==> config.mk <==
export PLATFORM = sky130hd
export DESIGN_NAME = ssdb_top
export DESIGN_NICKNAME = d
export VERILOG_FILES = /design/src/ssdb_pkg.sv /design/src/ssdb_top.sv /design/src/ssdb_sync.sv /design/src/ssdb_shifter.sv
export SDC_FILE = /design/constraint.sdc
export NUM_CORES = 1
export LEC_CHECK = 0
export ABC_CLOCK_PERIOD_IN_PS = 4850
export BUFFER_PORTS_ARGS = -buffer_cell sky130_fd_sc_hd__buf_4
export CORE_AREA = 2 2 99 91
export CTS_CLUSTER_SIZE = 40
export DETAILED_ROUTE_END_ITERATION = 10
export DIE_AREA = 0 0 101 93
export GPL_TIMING_DRIVEN = 0
export PLACE_DENSITY = 0.89
export SKIP_LAST_GASP = 1
export SLEW_MARGIN = 20
export SYNTH_ARGS = -nofsm -noshare
export SYNTH_HDL_FRONTEND = slang
export SYNTH_SLANG_ARGS = --single-unit
==> constraint.sdc <==
create_clock -name clk -period 4.85 [get_ports clk]
set_input_delay 0.2425 -clock clk [delete_from_list [all_inputs] [get_ports clk]]
set_output_delay 0.2425 -clock clk [all_outputs]
set_load 0.02 [all_outputs]
==> src/ssdb_pkg.sv <==
// Register map, field positions, reset values and timing of the SPI status and data block.
package ssdb_pkg;
   // ==========================================================================
   // Register map
   localparam int ADDR_W = 5;
   localparam logic [4:0] OFS_CTRL = 5'h00;
   localparam logic [4:0] OFS_FLAGS = 5'h04;
   localparam logic [4:0] OFS_DATA = 5'h08;
   localparam logic [4:0] OFS_IRQ_STAT = 5'h0C;
   localparam logic [4:0] OFS_IRQ_CLR = 5'h10;
   localparam logic [4:0] OFS_IRQ_EN = 5'h14;
   // ==========================================================================
   // Fields of serial_port_control_one
   localparam int CTL_FDE = 0;
   localparam int CTL_SOE = 1;
   localparam int CTL_MST = 4;
   localparam int CTL_TIE = 5;
   localparam logic [7:0] CTRL_RESET = 8'h00;
   // ==========================================================================
   // Fields of serial_port_flags
   localparam int FLG_RXF = 7;
   localparam int FLG_TXE = 5;
   localparam int FLG_MF = 4;
   localparam logic [7:0] DATA_RESET = 8'h00;
   // ==========================================================================
   // Interrupt status bits
   localparam int IRQ_W = 4;
   localparam int IRQ_RX = 0;
   localparam int IRQ_TXE = 1;
   localparam int IRQ_MF = 2;
   localparam int IRQ_OVR = 3;
   localparam logic [3:0] IRQ_RESET = 4'h0;
   // ==========================================================================
   // Timing
   localparam int CLK_NS = 100;
   localparam int SCLK_HALF_NS = 400;
   localparam int SCLK_HALF_CYC = (SCLK_HALF_NS + CLK_NS - 1) / CLK_NS;
   // ==========================================================================
   // Shifter states
   typedef enum logic [1:0] {
      SH_IDLE = 2'b01,
      SH_RUN = 2'b10
   } ssdb_shstate_e;
endpackage

==> src/ssdb_top.sv <==
// SPI status flags, data buffers, AHB-Lite register slave and interrupt.
// Function
// - Set receive-full flag bit 7 when a transfer completes.
// - Clear receive-full only by flags read seeing it set, then data read.
// - Transmit-empty flag bit 5 is high while the transmit buffer has room.
// - Clear transmit-empty by flags read seeing it set, then data write.
// - Ignore data writes not preceded by a flags read with transmit-empty set.
// - Request interrupt while transmit-empty and its enable are both set.
// - Set transmit-empty when a byte moves from buffer into shifter.
// - Idle interface moves a written byte at once; flag back within two cycles.
// - On transfer end, move a queued byte into the shifter and set the flag.
// - With nothing queued at transfer end, flag stays set and nothing moves.
// - Set mode-fault flag bit 4 when master and slave-select goes low.
// - Mode fault only with master, fault enable set and select output off.
// - Clear mode-fault by flags read seeing it set, then control write.
// - Data reads return the receive buffer; writes load the transmit buffer.
// - In master mode a written byte starts a serial transfer.
// - On overrun keep the unread buffer and discard the new byte.
//
// Decided for this implementation: the AHB-Lite slave port and the register offsets.
`timescale 1ns/1ps
module ssdb_top #(
   parameter int WIDTH = 8,
   parameter int HALF = ssdb_pkg::SCLK_HALF_CYC
) (
   // Clock and reset
   input wire logic clk,
   input wire logic reset,
   // AHB-Lite slave
   input wire logic hsel,
   input wire logic [31:0] haddr,
   input wire logic [1:0] htrans,
   input wire logic hwrite,
   input wire logic [2:0] hsize,
   input wire logic [31:0] hwdata,
   input wire logic hready,
   output logic [31:0] hrdata,
   output logic hreadyout,
   output logic hresp,
   // Serial pins
   input wire logic sclkIn,
   output logic sclkOut,
   output logic sclkOe_n,
   input wire logic serialIn,
   output logic serialOut,
   output logic serialOe_n,
   input wire logic selectIn_n,
   output logic selectOut_n,
   output logic selectOe_n,
   // Interrupt
   output logic irq
);
   // ==========================================================================
   // Declarations
   logic [ssdb_pkg::ADDR_W-1:0] addr_ff;
   logic wrPend_ff, rdPend_ff, hready_ff;
   logic [31:0] hrdata_ff;
   logic [7:0] ctrl_ff;
   logic [WIDTH-1:0] txBuf_ff, rxBuf_ff;
   logic txQueued_ff, armTx_ff;
   logic rxFull_ff, armRx_ff;
   logic modeFault_ff, armMf_ff;
   logic [ssdb_pkg::IRQ_W-1:0] irqStat_ff, irqEn_ff;
   logic irq_ff;
   logic sclkOe_n_ff, serialOe_n_ff, selOut_n_ff, selOe_n_ff;
   logic linkLevel, linkRise, linkFall, selLevel, dinLevel;
   logic busy, done, shSclk, shOut;
   logic [WIDTH-1:0] shRx;

   function automatic logic hit(input logic [ssdb_pkg::ADDR_W-1:0] a,
                                input logic [ssdb_pkg::ADDR_W-1:0] o);
      hit = (a == o);
   endfunction

   // ==========================================================================
   // Pin synchronisers
   ssdb_sync u_link (
      .clk(clk),
      .reset(reset),
      .pinIn(sclkIn),
      .level(linkLevel),
      .rise(linkRise),
      .fall(linkFall)
   );
   ssdb_sync u_sel (
      .clk(clk),
      .reset(reset),
      .pinIn(selectIn_n),
      .level(selLevel),
      .rise(),
      .fall()
   );
   ssdb_sync u_din (
      .clk(clk),
      .reset(reset),
      .pinIn(serialIn),
      .level(dinLevel),
      .rise(),
      .fall()
   );

   // ==========================================================================
   // Bus decode
   wire logic addrPhase = hsel && htrans[1] && hready;
   wire logic rdTake = addrPhase && !hwrite;
   wire logic wrTake = addrPhase && hwrite;
   wire logic rdFlags = rdPend_ff && hit(addr_ff, ssdb_pkg::OFS_FLAGS);
   wire logic rdData = rdPend_ff && hit(addr_ff, ssdb_pkg::OFS_DATA);
   wire logic wrCtrl = wrPend_ff && hit(addr_ff, ssdb_pkg::OFS_CTRL);
   wire logic wrData = wrPend_ff && hit(addr_ff, ssdb_pkg::OFS_DATA);
   wire logic wrIrqClr = wrPend_ff && hit(addr_ff, ssdb_pkg::OFS_IRQ_CLR);
   wire logic wrIrqEn = wrPend_ff && hit(addr_ff, ssdb_pkg::OFS_IRQ_EN);

   // ==========================================================================
   // Control and flag logic
   wire logic isMaster = ctrl_ff[ssdb_pkg::CTL_MST];
   wire logic txEmpty = !txQueued_ff;
   wire logic wrAccept = wrData && armTx_ff;
   // A queued byte moves whenever the shifter is idle, which also covers idle writes.
   wire logic startMove = txQueued_ff && !busy;
   wire logic nxt_txQueued = wrAccept || (txQueued_ff && !startMove);
   wire logic nxt_armTx = (rdFlags && txEmpty) || (armTx_ff && !wrData);
   wire logic clrRx = rdData && armRx_ff;
   // A data read that clears the flag in the very cycle of a new byte lets the new byte in.
   wire logic rxLoad = done && (!rxFull_ff || clrRx);
   wire logic overrun = done && rxFull_ff && !clrRx;
   wire logic nxt_rxFull = rxLoad || (rxFull_ff && !clrRx);
   wire logic nxt_armRx = (rdFlags && rxFull_ff) || (armRx_ff && !rdData);
   wire logic faultGate = isMaster && ctrl_ff[ssdb_pkg::CTL_FDE] &&
                          !ctrl_ff[ssdb_pkg::CTL_SOE];
   wire logic faultSeen = faultGate && !selLevel;
   wire logic clrMf = wrCtrl && armMf_ff;
   wire logic nxt_modeFault = faultSeen || (modeFault_ff && !clrMf);
   wire logic nxt_armMf = (rdFlags && modeFault_ff) || (armMf_ff && !wrCtrl);
   wire logic [7:0] flagsVal = {rxFull_ff, 1'b0, txEmpty, modeFault_ff, 4'h0};

   // ==========================================================================
   // Interrupt
   wire logic [ssdb_pkg::IRQ_W-1:0] irqEvent = {overrun, faultSeen && !modeFault_ff,
                                               startMove, rxLoad};
   wire logic [ssdb_pkg::IRQ_W-1:0] irqClr = wrIrqClr ? hwdata[ssdb_pkg::IRQ_W-1:0] : '0;
   // Events win over a simultaneous clear so none is lost.
   wire logic [ssdb_pkg::IRQ_W-1:0] nxt_irqStat = (irqStat_ff & ~irqClr) | irqEvent;
   wire logic nxt_irq = (|(irqStat_ff & irqEn_ff)) ||
                        (txEmpty && ctrl_ff[ssdb_pkg::CTL_TIE]);

   // ==========================================================================
   // Read mux
   wire logic [7:0] rdByte = hit(addr_ff, ssdb_pkg::OFS_CTRL) ? ctrl_ff :
                             hit(addr_ff, ssdb_pkg::OFS_FLAGS) ? flagsVal :
                             hit(addr_ff, ssdb_pkg::OFS_DATA) ? rxBuf_ff :
                             hit(addr_ff, ssdb_pkg::OFS_IRQ_STAT) ? 8'(irqStat_ff) :
                             hit(addr_ff, ssdb_pkg::OFS_IRQ_EN) ? 8'(irqEn_ff) : 8'h00;
   wire logic [31:0] nxt_hrdata = rdPend_ff ? {24'h00_0000, rdByte} : hrdata_ff;

   // ==========================================================================
   // Bus registers
   // Reads take one wait state so that a read right after a write sees its effect.
   always_ff @(posedge clk or posedge reset) begin
      if (reset) begin
         addr_ff <= '0;
         wrPend_ff <= 1'b0;
         rdPend_ff <= 1'b0;
         hready_ff <= 1'b1;
         hrdata_ff <= '0;
      end else begin
         addr_ff <= addrPhase ? haddr[ssdb_pkg::ADDR_W-1:0] : addr_ff;
         wrPend_ff <= wrTake;
         rdPend_ff <= rdTake;
         hready_ff <= !rdTake;
         hrdata_ff <= nxt_hrdata;
      end
   end

   // ==========================================================================
   // Buffers and flags
   always_ff @(posedge clk or posedge reset) begin
      if (reset) begin
         ctrl_ff <= ssdb_pkg::CTRL_RESET;
         txBuf_ff <= ssdb_pkg::DATA_RESET;
         rxBuf_ff <= ssdb_pkg::DATA_RESET;
         txQueued_ff <= 1'b0;
         armTx_ff <= 1'b0;
         rxFull_ff <= 1'b0;
         armRx_ff <= 1'b0;
         modeFault_ff <= 1'b0;
         armMf_ff <= 1'b0;
      end else begin
         ctrl_ff <= wrCtrl ? hwdata[7:0] : ctrl_ff;
         txBuf_ff <= wrAccept ? hwdata[WIDTH-1:0] : txBuf_ff;
         rxBuf_ff <= rxLoad ? shRx : rxBuf_ff;
         txQueued_ff <= nxt_txQueued;
         armTx_ff <= nxt_armTx;
         rxFull_ff <= nxt_rxFull;
         armRx_ff <= nxt_armRx;
         modeFault_ff <= nxt_modeFault;
         armMf_ff <= nxt_armMf;
      end
   end

   // ==========================================================================
   // Interrupt and pin registers
   always_ff @(posedge clk or posedge reset) begin
      if (reset) begin
         irqStat_ff <= ssdb_pkg::IRQ_RESET;
         irqEn_ff <= ssdb_pkg::IRQ_RESET;
         irq_ff <= 1'b0;
         sclkOe_n_ff <= 1'b1;
         serialOe_n_ff <= 1'b1;
         selOut_n_ff <= 1'b1;
         selOe_n_ff <= 1'b1;
      end else begin
         irqStat_ff <= nxt_irqStat;
         irqEn_ff <= wrIrqEn ? hwdata[ssdb_pkg::IRQ_W-1:0] : irqEn_ff;
         irq_ff <= nxt_irq;
         sclkOe_n_ff <= !isMaster;
         serialOe_n_ff <= !(isMaster || !selLevel);
         selOut_n_ff <= !busy;
         selOe_n_ff <= !(isMaster && ctrl_ff[ssdb_pkg::CTL_SOE]);
      end
   end

   // ==========================================================================
   // Shift engine
   ssdb_shifter #(
      .WIDTH(WIDTH),
      .HALF(HALF)
   ) u_shift (
      .clk(clk),
      .reset(reset),
      .start(startMove),
      .txByte(txBuf_ff),
      .isMaster(isMaster),
      .slaveSel(!selLevel),
      .linkRise(linkRise),
      .linkFall(linkFall),
      .serialIn(dinLevel),
      .busy(busy),
      .done(done),
      .rxByte(shRx),
      .serialOut(shOut),
      .sclkOut(shSclk)
   );

   assign hrdata = hrdata_ff;
   assign hreadyout = hready_ff;
   assign hresp = 1'b0;
   assign sclkOut = shSclk;
   assign sclkOe_n = sclkOe_n_ff;
   assign serialOut = shOut;
   assign serialOe_n = serialOe_n_ff;
   assign selectOut_n = selOut_n_ff;
   assign selectOe_n = selOe_n_ff;
   assign irq = irq_ff;
endmodule

==> src/ssdb_sync.sv <==
// Three-stage input synchroniser with agreement filter and edge pulses.
`timescale 1ns/1ps
module ssdb_sync (
   // Clock and reset
   input wire logic clk,
   input wire logic reset,
   // Pin side
   input wire logic pinIn,
   // Synchronised side
   output logic level,
   output logic rise,
   output logic fall
);
   logic s1_ff, s2_ff, s3_ff, level_ff;
   wire logic agree = (s2_ff == s3_ff);
   wire logic change = agree && (s3_ff != level_ff);
   // The level resets high because all pins watched here idle high or are ignored when low.
   always_ff @(posedge clk or posedge reset) begin
      if (reset) begin
         s1_ff <= 1'b1;
         s2_ff <= 1'b1;
         s3_ff <= 1'b1;
         level_ff <= 1'b1;
      end else begin
         s1_ff <= pinIn;
         s2_ff <= s1_ff;
         s3_ff <= s2_ff;
         level_ff <= change ? s3_ff : level_ff;
      end
   end
   assign level = level_ff;
   // Edge pulses are not registered: a slave must shift its next bit before the far master samples.
   assign rise = change && s3_ff;
   assign fall = change && !s3_ff;
endmodule

==> src/ssdb_shifter.sv <==
// Byte shift engine: master clock generation or slave edge following.
`timescale 1ns/1ps
module ssdb_shifter #(
   parameter int WIDTH = 8,
   parameter int HALF = ssdb_pkg::SCLK_HALF_CYC
) (
   // Clock and reset
   input wire logic clk,
   input wire logic reset,
   // Control
   input wire logic start,
   input wire logic [WIDTH-1:0] txByte,
   input wire logic isMaster,
   input wire logic slaveSel,
   input wire logic linkRise,
   input wire logic linkFall,
   input wire logic serialIn,
   // Status
   output logic busy,
   output logic done,
   output logic [WIDTH-1:0] rxByte,
   output logic serialOut,
   output logic sclkOut
);
   localparam int CW = $clog2(WIDTH + 1);
   localparam int DW = $clog2(HALF + 1);
   ssdb_pkg::ssdb_shstate_e state_ff;
   logic [WIDTH-1:0] txSh_ff, rxSh_ff, rxByte_ff;
   logic [CW-1:0] cnt_ff;
   logic [DW-1:0] div_ff;
   logic sclk_ff, done_ff;
   wire logic run = (state_ff == ssdb_pkg::SH_RUN);
   wire logic tick = run && isMaster && (div_ff == DW'(HALF - 1));
   // As master the input bit is taken at the falling edge, half a period late, because it
   // reaches the shifter through the pin synchroniser; HALF must therefore be 3 or more.
   wire logic sample = isMaster ? (tick && sclk_ff) : (run && slaveSel && linkRise);
   wire logic shift = isMaster ? (tick && sclk_ff) : (run && slaveSel && linkFall);
   wire logic [CW-1:0] cntNext = sample ? cnt_ff + CW'(1) : cnt_ff;
   wire logic [WIDTH-1:0] rxNext = sample ? {rxSh_ff[WIDTH-2:0], serialIn} : rxSh_ff;
   wire logic last = (cntNext == CW'(WIDTH));
   always_ff @(posedge clk or posedge reset) begin
      if (reset) begin
         state_ff <= ssdb_pkg::SH_IDLE;
         txSh_ff <= '0;
         rxSh_ff <= '0;
         rxByte_ff <= '0;
         cnt_ff <= '0;
         div_ff <= '0;
         sclk_ff <= 1'b0;
         done_ff <= 1'b0;
      end else begin
         done_ff <= shift && last;
         div_ff <= (!run || tick) ? '0 : div_ff + DW'(1);
         sclk_ff <= tick ? !sclk_ff : (run && sclk_ff);
         rxSh_ff <= rxNext;
         cnt_ff <= cntNext;
         case (state_ff)
            ssdb_pkg::SH_IDLE: begin
               if (start) begin
                  txSh_ff <= txByte;
                  cnt_ff <= '0;
                  state_ff <= ssdb_pkg::SH_RUN;
               end
            end
            ssdb_pkg::SH_RUN: begin
               if (shift && last) begin
                  rxByte_ff <= rxNext;
                  state_ff <= ssdb_pkg::SH_IDLE;
               end else if (shift) begin
                  txSh_ff <= {txSh_ff[WIDTH-2:0], 1'b0};
               end
            end
            default: state_ff <= ssdb_pkg::SH_IDLE;
         endcase
      end
   end
   assign busy = run;
   assign done = done_ff;
   assign rxByte = rxByte_ff;
   assign serialOut = txSh_ff[WIDTH-1];
   assign sclkOut = sclk_ff;
endmodule

After elaboration in Yosys (flattened, before gate mapping)
Index checks and enable logic that the tools add are counted.
Widths: inputs -> output; s select.
{"block": "word_totals", "memories": 0, "regBits": 106, "latch_bits": 0, "output_inout_bits": 41, "in_bits": 77, "mem_bits_rw": 0, "rom_bits": 0, "elab_cells": 167}
{"block": "classes", "n_mux": 21, "bitwise_logic": 4, "add_sub_neg": 2, "n_reduce_logical": 80, "div": 0, "n_lt_le_gt_ge": 0, "n_eq_ne": 19, "shift": 0, "mul": 0}
{"operator": "$mux 8", "n": 7}
{"operator": "$logic_and 1x1->1", "n": 45}
{"operator": "$mux 4", "n": 6}
{"operator": "$logic_not 1->1", "n": 19}
{"operator": "$pmux 8 s2", "n": 1}
{"operator": "$eq 5x4->1 const B", "n": 2}
{"operator": "$eq 5x5->1 const B", "n": 2}
{"operator": "$logic_or 1x1->1", "n": 10}
{"operator": "$and 4x4->4", "n": 2}
{"operator": "$ne 2x2->1 const B", "n": 4}
{"operator": "$eq 5x3->1 const B", "n": 1}
{"operator": "$logic_not 5->1", "n": 1}
{"operator": "$add 4x1->4 const B", "n": 1}
{"operator": "$eq 4x4->1 const B", "n": 1}
{"operator": "$mux 2", "n": 2}
{"operator": "$not 4->4", "n": 1}
{"operator": "$or 4x4->4", "n": 1}
{"operator": "$pmux 2 s2", "n": 1}
{"operator": "$reduce_and 2->1", "n": 2}
{"operator": "$reduce_and 4->1", "n": 1}
{"operator": "$reduce_or 4->1", "n": 1}
{"operator": "$add 3x1->3 const B", "n": 1}
{"operator": "$eq 1x1->1", "n": 3}
{"operator": "$eq 3x2->1 const B", "n": 1}
{"operator": "other kinds (6)", "n": 10}

Logic depth before layout (Yosys ltp)
Gate-level depths: netlist of the first run.
{"block": "depth", "word_depth": 10, "ltp_mapped": 8, "depth_no_buf": 7}

Cells and area by module
From an unflattened synthesis of the first run, not the netlist that was laid out.
{"block": "unflattened", "hier_cells": 415, "area_unflattened_um2": 4785.8}
{"module": "ssdb_top", "area_per_inst_um2": 2768.9, "seq_area_each_um2": 1482.7, "cells_each": 256, "n_inst": 1}
{"module": "ssdb_shifter", "area_per_inst_um2": 1604.0, "seq_area_each_um2": 877.1, "cells_each": 135, "n_inst": 1}
{"module": "ssdb_sync", "area_per_inst_um2": 137.6, "seq_area_each_um2": 105.1, "cells_each": 8, "n_inst": 3}

Least setup slack after synthesis of the first run
No wires, ideal clock.
{"block": "synth_timing", "path_kind": "register to register", "startpoint": "register u_shift.div_ff[0]", "endpoint": "register u_shift.rxByte_ff[0] (netlist: u_shift.rxByte[0])", "setup_time_ps": 125, "t_arrival_ps": 2153, "required_ps": 4725, "path_stages_with_launch": 9, "period_less_slack_ps": 2278, "path_slack_ps": 2572, "path_buffers": 1, "cell_sequence": "dfrtp_1 > ha_1 > ha_1 > and4b_4 > a22oi_4 > mux2i_4 > and2_4 > buf_12 > mux2_4"}
{"block": "synth_between", "elab_chain_len": 8, "elab_cells_between_ends": 10, "classes_between": "eq/ne: 2; mux: 4; reduce/logical: 4"}
{"element": "start, declared", "line": "ssdb_shifter.sv:30", "rtl": "logic [DW-1:0] div_ff;"}
{"element": "start signal, assigned", "line": "ssdb_shifter.sv:53", "rtl": "div_ff <= (!run || tick) ? '0 : div_ff + DW'(1);"}
{"element": "$eq 3x2->1 *", "line": "ssdb_shifter.sv:33", "rtl": "wire logic tick = run && isMaster && (div_ff == DW'(HALF - 1));"}
{"element": "$logic_and 1x1->1 *", "line": "ssdb_shifter.sv:33"}
{"element": "$logic_and 1x1->1 *", "line": "ssdb_shifter.sv:36, ssdb_shifter.sv:37"}
{"element": "$mux 1", "line": "ssdb_shifter.sv:36", "rtl": "wire logic sample = isMaster ? (tick && sclk_ff) : (run && slaveSel && linkRise);"}
{"element": "$mux 4", "line": "ssdb_shifter.sv:38", "rtl": "wire logic [CW-1:0] cntNext = sample ? cnt_ff + CW'(1) : cnt_ff;"}
{"element": "$eq 4x4->1", "line": "ssdb_shifter.sv:40", "rtl": "wire logic last = (cntNext == CW'(WIDTH));"}
{"element": "$logic_and 1x1->1", "line": "ssdb_shifter.sv:66", "rtl": "if (shift && last) begin"}
{"element": "$reduce_and 2->1 (no source line)"}
{"element": "end signal, assigned", "line": "ssdb_shifter.sv:67", "rtl": "rxByte_ff <= rxNext;"}
{"element": "end, declared", "line": "ssdb_shifter.sv:28", "rtl": "logic [WIDTH-1:0] txSh_ff, rxSh_ff, rxByte_ff;"}
Every way passes the cells marked *; elsewhere a longest branch is shown, timed or not.
A chain may end at the register's enable or synchronous reset.

Final worst setup path of the first run
{"block": "layout_timing", "startpoint": "register u_shift.div_ff[0]", "endpoint": "register u_shift.rxByte_ff[3] (netlist: u_shift.rxByte[3])"}
The elaborated chain is that of the path after synthesis.

==> results.txt, run 1 <==
----------------------------------------------------
[Yosys]
  Sequential area share after synthesis ... a little under three fifths
  Synthesis-stage register bit count ... around 110
  Library cells used by synthesis ... 56
  EDFF count, synth ... 0
  Synthesized instance count ... 368
  Post-synthesis average cell area ... 12.65 sq um
  Synthesis warning total ... 0
  Most used flip-flop cell after synthesis ... sky130_fd_sc_hd__dfrtp_1
  Post-synth design cell area ... between 4000 and 5000 sq um
  Share of synthesized flip-flops with an asynchronous set or reset ... 100.0%

[Detailed routing]
  Antenna Violating Nets Remaining ... 0
  Vias after detailed routing ... 3,049
  Count of unresolved DRC violations after routing ... 0
  WL final ... 8808 microns
  Violation count after the first detailed-routing iteration ... 261
  Average routed wire per standard cell ... between 15 and 20 microns
  DR vias/cell ... 5.524
  Drt first pass iters ... 5

[Setup path]
  Kind of capture point of the worst setup path ... flop
  Required @ worst endpoint ... just over 5 ns
  Cell-by-cell listing of the critical path ... ha_1, ha_1, and4b_4, a22oi_4, mux2i_4, and2_4, buf_12, mux2_4
  R2R Setup Slk ... between 2 and 2.5 ns
  Slowest cell on crit path ... sky130_fd_sc_hd__dfrtp_1
  Critical path's largest stage delay ... roughly 0.4 ns
  Critical Path AT ... about 2.8 ns
  Setup CP Type ... reg -> reg
  CP most frequent cell ... sky130_fd_sc_hd__ha_1
  Critical path launch point type ... flop
  R2r worst-path depth ... 8
  Largest fanout on the critical path ... 10

[Timing]
  Final worst path period share ... 51.58%
  Number of max-slew violations in the final report ... 0
  Final hold violation count ... 0
  Setup total negative slack ... 0 ns
  Unrepaired setup endpoints after global routing ... false
  Final critical-path required period ... between 2 and 3 ns
  Final setup viols ... 0
  Fmax ... roughly 0.4 GHz
  Remaining max-slew budget at the tightest pin ... 47.19%
  Largest clock skew in the final design ... approximately 0.011 ns
  Actual transition at the worst max-transition pin ... slightly below 0.8 ns

[Floorplanning]
  Core Footprint ... between 8000 and 9000 sq um
  Die extent in y ... between 90 and 100 microns
  Total die area ... 9393 sq um
  Number of top-level pins ... about 120
  Effective utilization at floorplan ... 55.39%
  Horizontal die dimension ... just over 100 microns
  Row Count ... 32

[GRT]
  Overflow left after global routing ... 0
  Overall Global Routing Usage ... 20.48%
  Maximum number of pins on one net before global-route repair ... 57
  Wire length of the first global-routing pass ... approximately 15,000 microns
  Via count of the first global-routing pass ... approximately 3k
  Number of antenna violations at the first check in global routing ... 0

[Layout]
  Layout cell share with drive strength beyond 1 ... between 30 and 40%
  # fillers ... 630
  Finished Core Util ... about 65%
  Net count, final ... around 530
  Synth-to-Final Area Change ... 16.63%
  Diode insertion count for antenna repair ... 0

[Clocking]
  TritonCTS buffer count ... 9
  Clock-pin transition on the worst setup and hold timing paths ... around 0.090 ns
  Number of clock sinks ... about 110
  Number of H-tree levels ... 3
  CTS tree ... yes
  Clock insertion delay at the later pin of the skew report ... ~0.37 ns
  Clock root buffer ... sky130_fd_sc_hd__clkbuf_8
  Deepest clock path buffer count ... 2

[Power and ir drop]
  Pwr dens ... 330.3 nW/um^2
  Pleak ... between 2 and 3 nW
  Largest voltage drop on the vdd net ... roughly 0.00025 V

[Place]
  Detailed-placement wirelength estimate ... between 6000 and 7000 microns
  Final weighted congestion of routability-driven global placement ... ~0.85
  Count of buffers inserted at the top-level ports ... 37

[Flow run]
  # Max-Cap Violations ... 0

[Worst hold path]
  Class of the tightest hold or removal check ... in -> reg
  Cell count of the worst hold path ... 3

[Outcome]
  Result of the run ... complete, no violations

----------------------------------------------------
registers in the layout (all words and copies together), names as in the netlist, 2 cells and up:
signal	cells
addr_ff	5
u_shift.txSh_ff	8
rxBuf_ff	8
irqEn_ff	4
txBuf_ff	8
u_shift.cnt_ff	4
u_shift.rxSh_ff	8
u_shift.div_ff	3
u_shift.rxByte	8
irqStat_ff	4
u_shift.state_ff	2
ctrl_ff	8
hrdata	8
layout by cell type (no fill, tap or decap), drive strengths merged, types with 2 or more instances in the layout:
cell type    instances
a2111oi              2
a21oi               10
ha                   3
inv                 10
a21o                 2
dlygate4sd3          4
dfstp               18
a31oi                4
nor3b                2
xnor2                3
nand3b               3
a22oi               15
a211oi              11
and3b                3
buf                 68
and3                 3
xor2                 3
clkinv               2
and4b                2
o21ai                5
mux2                50
dfrtp               88
nor4b                2
maj3                 3
nor2                31
nand2               20
nand2b               4
mux2i                3
clkbuf              19
nor2b                6
o21a                 5
and2                 2
o221ai               4
conb                25
nand3                3
Yosys cell counts (all sizes together) (4+ instances only):
master	count	share of area, %
a211oi	11	1.8
a21oi	10	1.3
a22oi	15	2.7
a31oi	4	0.54
buf	30	4.9
clkbuf	7	0.56
dfrtp	88	47
dfstp	18	10
inv	10	0.81
mux2	50	13
nand2	20	1.6
nand2b	4	0.54
nor2	31	2.5
nor2b	6	0.81
o21a	5	0.81
o21ai	5	0.54
o221ai	4	0.75
report_power, final:
| part | total (W) | switching, W | internal [W] |
|---|---|---|---|
| sequential | 0.000999 | 0.0000469 | 0.000952 |
| clock | 0.000552 | 0.000285 | 0.000267 |
| combinational | 0.000243 | 0.000134 | 0.000109 |
final timing paths:
path	end	from
min in group asynchronous	u_shift.rxSh_ff[6]	reset
worst min register to register	u_link.s2_ff	u_link.s1_ff
worst max-delay path	u_shift.rxByte[3]	u_shift.div_ff[0]
worst min-delay path	hreadyout	hwrite
max in group asynchronous	u_link.s1_ff	reset
worst max register to register	u_shift.rxByte[3]	u_shift.div_ff[0]
through the flow:
stage	worst slack (ns)	std cells	power (W)	instance area [sq um]	hold slack, ns
6_report	2.348	552	0.001794	5431	0.1001
5_1_grt	2.222	552	0.001871	5431	0.09425
4_1_cts	2.348	552	0.001804	5431	0.08833
3_5_place_dp	2.375	532	0.001255	5185	0.3030
3_3_place_gp	0.8191	531	0.001240	5152	0.3458
2_1_floorplan	1.848	392	0.001162	4747	0.2470
worst max-delay path, delay by kind of cell (launching register included):
family          cells  cell delay [ns]
compound gates      1             0.28
fa+ha+maj           2             0.43
buf+inv             1             0.15
flops               1             0.40
mux                 2             0.68
simple gates        2             0.45
per-layer routing:
| metal | global-route usage, % | vias to the layer above | share of wire (%) |
|---|---|---|---|
| met2 | 32.94 | 116 | 49 |
| met5 | 0 | - | 0 |
| met3 | 4.036 | 20 | 5.7 |
| met4 | 7.995 | 0 | 2.0 |
| li1 | - | 1409 | - |
| met1 | 27.66 | 1504 | 43 |
what timing repair did:
item	CTS	global route
resized for setup	0	0
setup buffers	0	0
endpoints found under the hold margin	46	0
hold buffers	4	0
cell families after synthesis:
group           share of synthesized area, %
simple gates                           9.699
other cells                          0.08052
compound gates                         10.40
flops                                  57.44
buf+inv                                6.233
mux                                    13.57
fa+ha+maj                              1.451
xor+xnor                               1.129
layout make-up:
| cell class | count | area [sq um] | share of cell area (%) |
|---|---|---|---|
| clock buffer | 12 | 155.1 | 2.856 |
| buffer | 37 | 252.7 | 4.653 |
| tap | 102 | 127.6 | 2.350 |
| clock inverter | 4 | 51.30 | 0.9445 |
| inverter | 10 | 42.54 | 0.7832 |
| timing repair buffer | 42 | 345.3 | 6.358 |
| multi-input combinational | 239 | 1782 | 32.80 |
| sequential | 106 | 2675 | 49.25 |
Power figures use the tool's default switching activity.
==> run 2: changes to the inputs <==
- ABC_AREA: unset -> 1
- ABC_CLOCK_PERIOD_IN_PS: 4850 -> 2029
- CORE_AREA: 2 2 99 91 -> 2 2 108 99
- DIE_AREA: 0 0 101 93 -> 0 0 110 101
- PLACE_DENSITY: 0.89 -> 0.81
- clock period: 4.85 -> 2.03 ns (I/O delays scaled with it)
==> results.txt, run 2 <==
----------------------------------------------------
[Clocking]
  Clock root buffer ... sky130_fd_sc_hd__clkbuf_8
  Deepest clock path buffer count ... 2 (unchanged)
  CTS tree ... yes
  Number of clock sinks ... 106 (unchanged)
  Clock-pin transition on the worst setup and hold timing paths ... 0.10 ns (about the same)
  Number of H-tree levels ... 3 (unchanged)
  Clock insertion delay at the later pin of the skew report ... 0.38 ns (about the same)
  TritonCTS buffer count ... 9 (unchanged)

[Power and ir drop]
  Largest voltage drop on the vdd net ... 0.0008081 V (+230%)
  Pleak ... 2.936 nW (+12%)
  Logic gate share of total power ... 22.6% (+9.1 points)
  Switching Power ... 0.001715 W (+270%)
  Pwr dens ... 943.2 nW/um^2 (+190%)
  Total power ... 0.005427 W (+200%)
  Net Sw Frac ... 31.60% (+5.6 points)
  Internal Pwr Total ... 0.003712 W (+180%)
  Clock group share of total power ... 27.1% (-3.7 points)
  Relative contribution of sequential cells to total power ... 50.3% (-5.4 points)

[Yosys]
  Dominant cell type by area after synthesis ... sky130_fd_sc_hd__dfrtp_1
  Most used flip-flop cell after synthesis ... sky130_fd_sc_hd__dfrtp_1
  Synthesis warning total ... 0 (unchanged)
  EDFF count, synth ... 0 (unchanged)
  Post-synth design cell area ... 4695 sq um (+0.81%)
  Sequential area share after synthesis ... 56.98% (-0.46 points)
  Library cells used by synthesis ... 35 (-38%)
  Post-synthesis average cell area ... 9.801 sq um (-23%)
  Most area-consuming cells after synthesis ... sky130_fd_sc_hd__dfrtp_1, sky130_fd_sc_hd__dfstp_2, sky130_fd_sc_hd__nand2_1
  Ranking of synthesized cells by instance count ... sky130_fd_sc_hd__nand2_1, sky130_fd_sc_hd__dfrtp_1, sky130_fd_sc_hd__inv_1, sky130_fd_sc_hd__o21ai_0, sky130_fd_sc_hd__buf_4
  Cell with the most instances after synthesis ... sky130_fd_sc_hd__nand2_1
  Share of synthesized flip-flops with an asynchronous set or reset ... 100.0% (unchanged)
  Synthesis-stage register bit count ... 106 (unchanged)
  Synthesized instance count ... 479 (+30%)
  Share of the synthesized area in the top cell type ... 46.91% (-0.38 points)

[Timing]
  Final hold violation count ... 0 (unchanged)
  Final setup viols ... 0 (unchanged)
  Unrepaired setup endpoints after global routing ... true
  Fmax ... 0.5070 GHz (+27%)
  Setup total negative slack ... 0 ns (unchanged)
  Final worst slack ... 0.05770 ns (-2.290 ns)
  Final worst path period share ... 97.16% (+46 points)
  Final critical-path required period ... 1.972 ns (-0.5296 ns)
  Number of max-slew violations in the final report ... 0 (unchanged)
  Largest clock skew in the final design ... 0.01181 ns (+0.0003543 ns)

[Outcome]
  Result of the run ... complete, no violations

[Worst hold path]
  Launch point of the worst hold path ... hwdata[5]
  Cell count of the worst hold path ... 3 (unchanged)
  Worst-case hold path end point ... ctrl_ff[5]
  Class of the tightest hold or removal check ... in -> reg

[Floorplanning]
  Horizontal die dimension ... 110 microns (+8.9%)
  Total die area ... 11,110 sq um (+18%)
  Effective utilization at floorplan ... 46.81% (-8.6 points)
  Number of top-level pins ... 118 (unchanged)
  Die extent in y ... 101 microns (+8.6%)
  Core Footprint ... 10,030 sq um (+19%)
  Row Count ... 35 (+9.4%)

[Flow run]
  # Max-Cap Violations ... 0 (unchanged)

[GRT]
  Via count of the first global-routing pass ... 3,384 (+14%)
  Overflow left after global routing ... 0 (unchanged)
  Wire length of the first global-routing pass ... 15,660 microns (+6.5%)
  Overall Global Routing Usage ... 18.32% (-2.2 points)
  Maximum number of pins on one net before global-route repair ... 36 (-37%)
  Number of antenna violations at the first check in global routing ... 0 (unchanged)

[Detailed routing]
  Vias after detailed routing ... 3,531 (+16%)
  DR vias/cell ... 5.001 (-9.5%)
  WL final ... 9779 microns (+11%)
  Count of unresolved DRC violations after routing ... 0 (unchanged)
  Antenna Violating Nets Remaining ... 0 (unchanged)
  Average routed wire per standard cell ... 13.85 microns (-13%)
  Violation count after the first detailed-routing iteration ... 194 (-26%)
  Drt first pass iters ... 4 (-1)

[Layout]
  Final non-filler cell area ... 5754 sq um (+5.9%)
  Synth-to-Final Area Change ... 22.57%
  Net count, final ... 652 (+24%)
  Layout cell share with drive strength beyond 1 ... 31.02% (-2.5 points)
  Leading cell types in the layout, fill and taps excluded ... sky130_fd_sc_hd__nand2_1, sky130_fd_sc_hd__dfrtp_1, sky130_fd_sc_hd__buf_4, sky130_fd_sc_hd__inv_1, sky130_fd_sc_hd__o21ai_0
  Diode insertion count for antenna repair ... 0 (unchanged)
  Most common cell after layout, fill and taps aside ... sky130_fd_sc_hd__nand2_1

[Setup path]
  FF-to-FF End ... u_shift.rxByte[4]
  Slowest cell on crit path ... sky130_fd_sc_hd__dfrtp_1
  Required @ worst endpoint ... 2.29 ns (-2.81 ns)
  Kind of capture point of the worst setup path ... flop
  Critical path launch point type ... flop
  CP most frequent cell ... sky130_fd_sc_hd__nand3_4
  Setup CP Type ... reg -> reg
  R2r worst-path depth ... 13 (+5)
  Largest fanout on the critical path ... 6 (-4)
  Cell-by-cell listing of the critical path ... ha_2, ha_4, nand2_4, inv_4, nand3_4, buf_8, nand3b_1, nand2_2, nor2_4, nand3_4, buf_4, nand2_1, o21ai_2
  Beginning of the worst register-to-register path ... u_shift.div_ff[0]
  Critical path's largest stage delay ... 0.36 ns (-0.04 ns)
  Critical Path AT ... 2.23 ns (-0.52 ns)
  R2R Setup Slk ... 0.06 ns (-2.29 ns)

[Place]
  Final weighted congestion of routability-driven global placement ... 0.8895 (+5.1%)
  Detailed-placement wirelength estimate ... 6912 microns (+6.5%)
  Worst slack, placed ... 0.03567 ns (-2.339 ns)
  Count of buffers inserted at the top-level ports ... 37 (unchanged)
  Post-Place Cell Area ... 5288 sq um (+2.0%)

----------------------------------------------------
run 2: area by class of cell:
cell class                      instances  area, sq um
Buffer                                 35        269.0
Clock buffer                           12        155.1
Clock inverter                          4        73.82
Fill cell                             801         4274
Inverter                               58        224.0
Multi-Input combinational cell        304         1678
Sequential cell                       106         2675
Tap cell                              129        161.4
Timing Repair Buffer                   58        518.0
run 2: cells by family (layout without fill, tap and decap cells):
logic type               after synthesis  count (layout)  share of synthesized area, %
flip-flops                           106             106                         56.98
XOR/XNOR                               2               2                        0.3732
buffers and inverters                 93             167                         10.21
AND/OR/NAND/NOR                      184             184                         18.84
multiplexers                           9               9                         2.159
adder cells (fa/ha/maj)                5               5                         1.226
other                                  1              25                       0.07988
AO/OA/AOI/OAI                         79              79                         10.13
run 2: what timing repair did:
item,in CTS,in global routing
buffers inserted,0,6
endpoints found under the setup margin,0,24
gates resized for setup,0,15
hold buffers,11,0
endpoints found under the hold margin,77,0
run 2: how the worst max path moves through the flow:
stage	startpoint	to	slack (ns)	cells after the start
after floorplan	u_shift.div_ff[0]	u_shift.rxByte[7]	0.23	13
after global placement	reset	hrdata[6]	0.06	2
after detailed placement	u_shift.div_ff[0]	u_shift.txSh_ff[3]	0.04	13
after CTS	u_shift.div_ff[0]	u_shift.txSh_ff[3]	0.02	13
after global routing	u_shift.div_ff[0]	u_shift.rxByte[4]	-0.09	13
final	u_shift.div_ff[0]	u_shift.rxByte[4]	0.06	13
run 2: power groups by stage:
stage          Sequential, W  Combinational [W]  Clock (W)
6_report             0.00273            0.00123    0.00147
5_1_grt              0.00276            0.00140    0.00156
4_1_cts              0.00271            0.00119    0.00148
3_5_place_dp         0.00275            0.00117          0
3_3_place_gp         0.00274            0.00110          0
2_1_floorplan        0.00277           0.000746          0
run 2: critical path: cells and delay by family (launching register included):
family | cells | cell delay, ns
fa+ha+maj | 2 | 0.32
flops | 1 | 0.36
compound gates | 1 | 0.06
buf+inv | 3 | 0.40
simple gates | 7 | 0.71
run 2: layer usage:
layer  global-route usage [%]  wire (microns)  vias to the layer above
li1                         -               -                     1684
met2                    28.27            4644                      142
met3                    4.590             625                       20
met5                        0               0                        -
met1                    24.93            4331                     1685
met4                    7.108             177                        0
run 2: stage by stage:
stage / utilization, % / instances / hold WS [ns]
6_report: 57.38 / 706 / 0.01206
5_1_grt: 57.38 / 706 / 0.01158
4_1_cts: 56.11 / 699 / 0.008615
3_5_place_dp: 52.73 / 672 / 0.06607
3_3_place_gp: 52.13 / 669 / 0.2100
2_1_floorplan: - / 503 / 0.1060
==> run 3: changes to the inputs <==
- CORE_AREA: 2 2 108 99 -> 2 2 106 98
- CTS_BUF_LIST: unset -> sky130_fd_sc_hd__clkbuf_8
- DIE_AREA: 0 0 110 101 -> 0 0 108 100
- PLACE_DENSITY: 0.81 -> 0.83
- RECOVER_POWER: unset -> 25
- SYNTH_HIERARCHICAL: unset -> 1
==> results.txt, run 3 <==
----------------------------------------------------
[Timing]
  Final hold violation count ... 0 (unchanged)
  Number of max-slew violations in the final report ... 0 (unchanged)
  Final setup viols ... 0 (unchanged)
  Final worst path period share ... 98.65% (+1.5 points)
  Fmax ... 0.4994 GHz (-1.5%)
  Final critical-path required period ... 2.003 ns (+0.03026 ns)
  Largest clock skew in the final design ... 0.01525 ns (+0.003443 ns)
  Actual transition at the worst max-transition pin ... 1.269 ns
  Remaining max-slew budget at the tightest pin ... between 10% and 20%

[Power and ir drop]
  Largest voltage drop on the vdd net ... 0.0003636 V (-55%)
  Pwr dens ... 771.7 nW/um^2 (-18%)
  Total power ... 0.004509 W (-17%)
  Pleak ... 3.027 nW (+3.1%)

[Floorplanning]
  Effective utilization at floorplan ... 47.97% (+1.2 points)
  Number of top-level pins ... 118 (unchanged)
  Row Count ... 35 (unchanged)
  Horizontal die dimension ... 108 microns (-1.8%)
  Core Footprint ... 9853 sq um (-1.7%)
  Total die area ... 10,800 sq um (-2.8%)
  Die extent in y ... 100 microns (-0.99%)

[Clocking]
  Clock-pin transition on the worst setup and hold timing paths ... 0.11 ns (about the same)
  CTS tree ... yes
  TritonCTS buffer count ... 9 (unchanged)
  Deepest clock path buffer count ... 2 (unchanged)
  Clock insertion delay at the later pin of the skew report ... 0.38 ns (about the same)
  Number of H-tree levels ... 3 (unchanged)
  Number of clock sinks ... 106 (unchanged)
  Clock root buffer ... sky130_fd_sc_hd__clkbuf_8

[GRT]
  Overall Global Routing Usage ... 19.03% (+0.71 points)
  Wire length of the first global-routing pass ... 16,080 microns (+2.6%)
  Number of antenna violations at the first check in global routing ... 0 (unchanged)
  Maximum number of pins on one net before global-route repair ... 60 (+67%)
  Overflow left after global routing ... 0 (unchanged)
  Via count of the first global-routing pass ... 3,435 (+1.5%)

[Outcome]
  Result of the run ... complete, no violations

[Layout]
  Diode insertion count for antenna repair ... 0 (unchanged)
  Layout cell share with drive strength beyond 1 ... 24.92% (-6.1 points)
  Final cell count without fillers ... 743 (+5.2%)
  Synth-to-Final Area Change ... 23.61%
  Leading cell types in the layout, fill and taps excluded ... sky130_fd_sc_hd__nand2_1, sky130_fd_sc_hd__dfrtp_1, sky130_fd_sc_hd__buf_4, sky130_fd_sc_hd__inv_1, sky130_fd_sc_hd__o21ai_0
  Net count, final ... 689 (+5.7%)
  Final non-filler cell area ... 5843 sq um (+1.5%)
  Most common cell after layout, fill and taps aside ... sky130_fd_sc_hd__nand2_1

[Place]
  Final weighted congestion of routability-driven global placement ... 0.8455 (-4.9%)
  Post-Place Cell Area ... 5259 sq um (-0.54%)
  # placed instances ... 698 (+3.9%)
  Detailed-placement wirelength estimate ... 6741 microns (-2.5%)
  Count of buffers inserted at the top-level ports ... 37 (unchanged)

[Setup path]
  Required @ worst endpoint ... 2.29 ns (about the same)
  Largest fanout on the critical path ... 6 (unchanged)
  Critical path launch point type ... flop
  Setup CP Type ... reg -> reg
  Critical Path AT ... 2.27 ns (+0.04 ns)
  Kind of capture point of the worst setup path ... flop

[Worst hold path]
  Class of the tightest hold or removal check ... in -> reg

[Yosys]
  Synthesized instance count ... 508 (+6.1%)
  Post-synth design cell area ... 4727 sq um (+0.69%)
  Synthesis warning total ... 6 (+6)
  Post-synthesis average cell area ... 9.305 sq um (-5.1%)

[Detailed routing]
  Count of unresolved DRC violations after routing ... 0 (unchanged)
  Vias after detailed routing ... 3,643 (+3.2%)
  DR vias/cell ... 4.903 (-2.0%)
  Average routed wire per standard cell ... 13.95 microns (+0.69%)
  Drt first pass iters ... 6 (+2)
  Violation count after the first detailed-routing iteration ... 196 (+1.0%)
  Antenna Violating Nets Remaining ... 0 (unchanged)
  WL final ... 10,360 microns (+6.0%)

[Flow run]
  # Max-Cap Violations ... 0 (unchanged)

----------------------------------------------------
[run 3: final timing paths]
| check | start | to | slack [ns] | cells past startpoint |
|---|---|---|---|---|
| setup / recovery | u_shift/div_ff[0] | u_shift/txSh_ff[1] | 0.03 | 14 |
| hold / removal | htrans[1] | wrPend_ff | 0.10 | 3 |
| setup reg to reg | u_shift/div_ff[0] | u_shift/txSh_ff[1] | 0.03 | 14 |
| hold reg to reg | u_din/s1_ff | u_din/s2_ff | 0.37 | 0 |
| max in group asynchronous | reset | u_shift/rxByte[6] | 0.55 | 3 |
| min in group asynchronous | reset | u_din/s1_ff | 0.43 | 3 |
[run 3: final cells by class]
class	instances	area (sq um)
buffer	35	282.8
clock buffer	9	123.9
clock inverter	7	52.55
fill	774	4010
inverter	59	221.5
multi-input combinational	332	1768
sequential	106	2675
tap	129	161.4
timing repair buffer	66	558.0
[run 3: where the power goes]
part           internal (W)  leakage [nW]  switching (W)
clock              0.000459        0.0972       0.000757
combinational      0.000294          1.65       0.000450
sequential          0.00238          1.28       0.000173
[run 3: what timing repair did]
action	in CTS	in global routing
gates resized for setup	1	30
pin swaps	1	7
buffers inserted	5	5
hold buffers	18	0
endpoints found under the hold margin	122	0
cloned	0	1
setup endpoints to repair	13	23
[run 3: critical path: stages (launching register included)]
cell and delay, ns:
sky130_fd_sc_hd__dfrtp_1 0.43, sky130_fd_sc_hd__ha_4 0.18, sky130_fd_sc_hd__ha_4 0.15, sky130_fd_sc_hd__nand2_2 0.07, sky130_fd_sc_hd__inv_2 0.06, sky130_fd_sc_hd__nand3_4 0.10
sky130_fd_sc_hd__nand2_4 0.07, sky130_fd_sc_hd__buf_8 0.13, sky130_fd_sc_hd__nand2_4 0.05, sky130_fd_sc_hd__nand2_2 0.07, sky130_fd_sc_hd__nor2_4 0.16, sky130_fd_sc_hd__nand2_8 0.09
sky130_fd_sc_hd__clkbuf_16 0.17, sky130_fd_sc_hd__nand3_1 0.08, sky130_fd_sc_hd__nand2_1 0.07
[run 3: through the flow]
| stage | hold WS (ns) | TNS, ns | worst slack, ns | util (%) |
|---|---|---|---|---|
| finish | 0.1014 | 0 | 0.02744 | 59.30 |
| detailed placement | 0.2112 | -0.05940 | -0.02847 | 53.37 |
| global route | 0.1274 | -0.2926 | -0.04560 | 59.30 |
| global placement | 0.2103 | -11.42 | -0.2146 | 53.35 |
| floorplan | 0.05670 | 0 | 0.1456 | - |
| CTS | 0.09138 | 0 | 0.006005 | 57.38 |
[run 3: per-layer routing]
metal  share of wire [%]  GRT usage, %  vias up
met2                  51         32.75      107
li1                    -             -     1757
met3                 5.1         3.247       24
met1                  41         23.54     1755
met4                 2.2         8.679        0
met5                   0             0        -
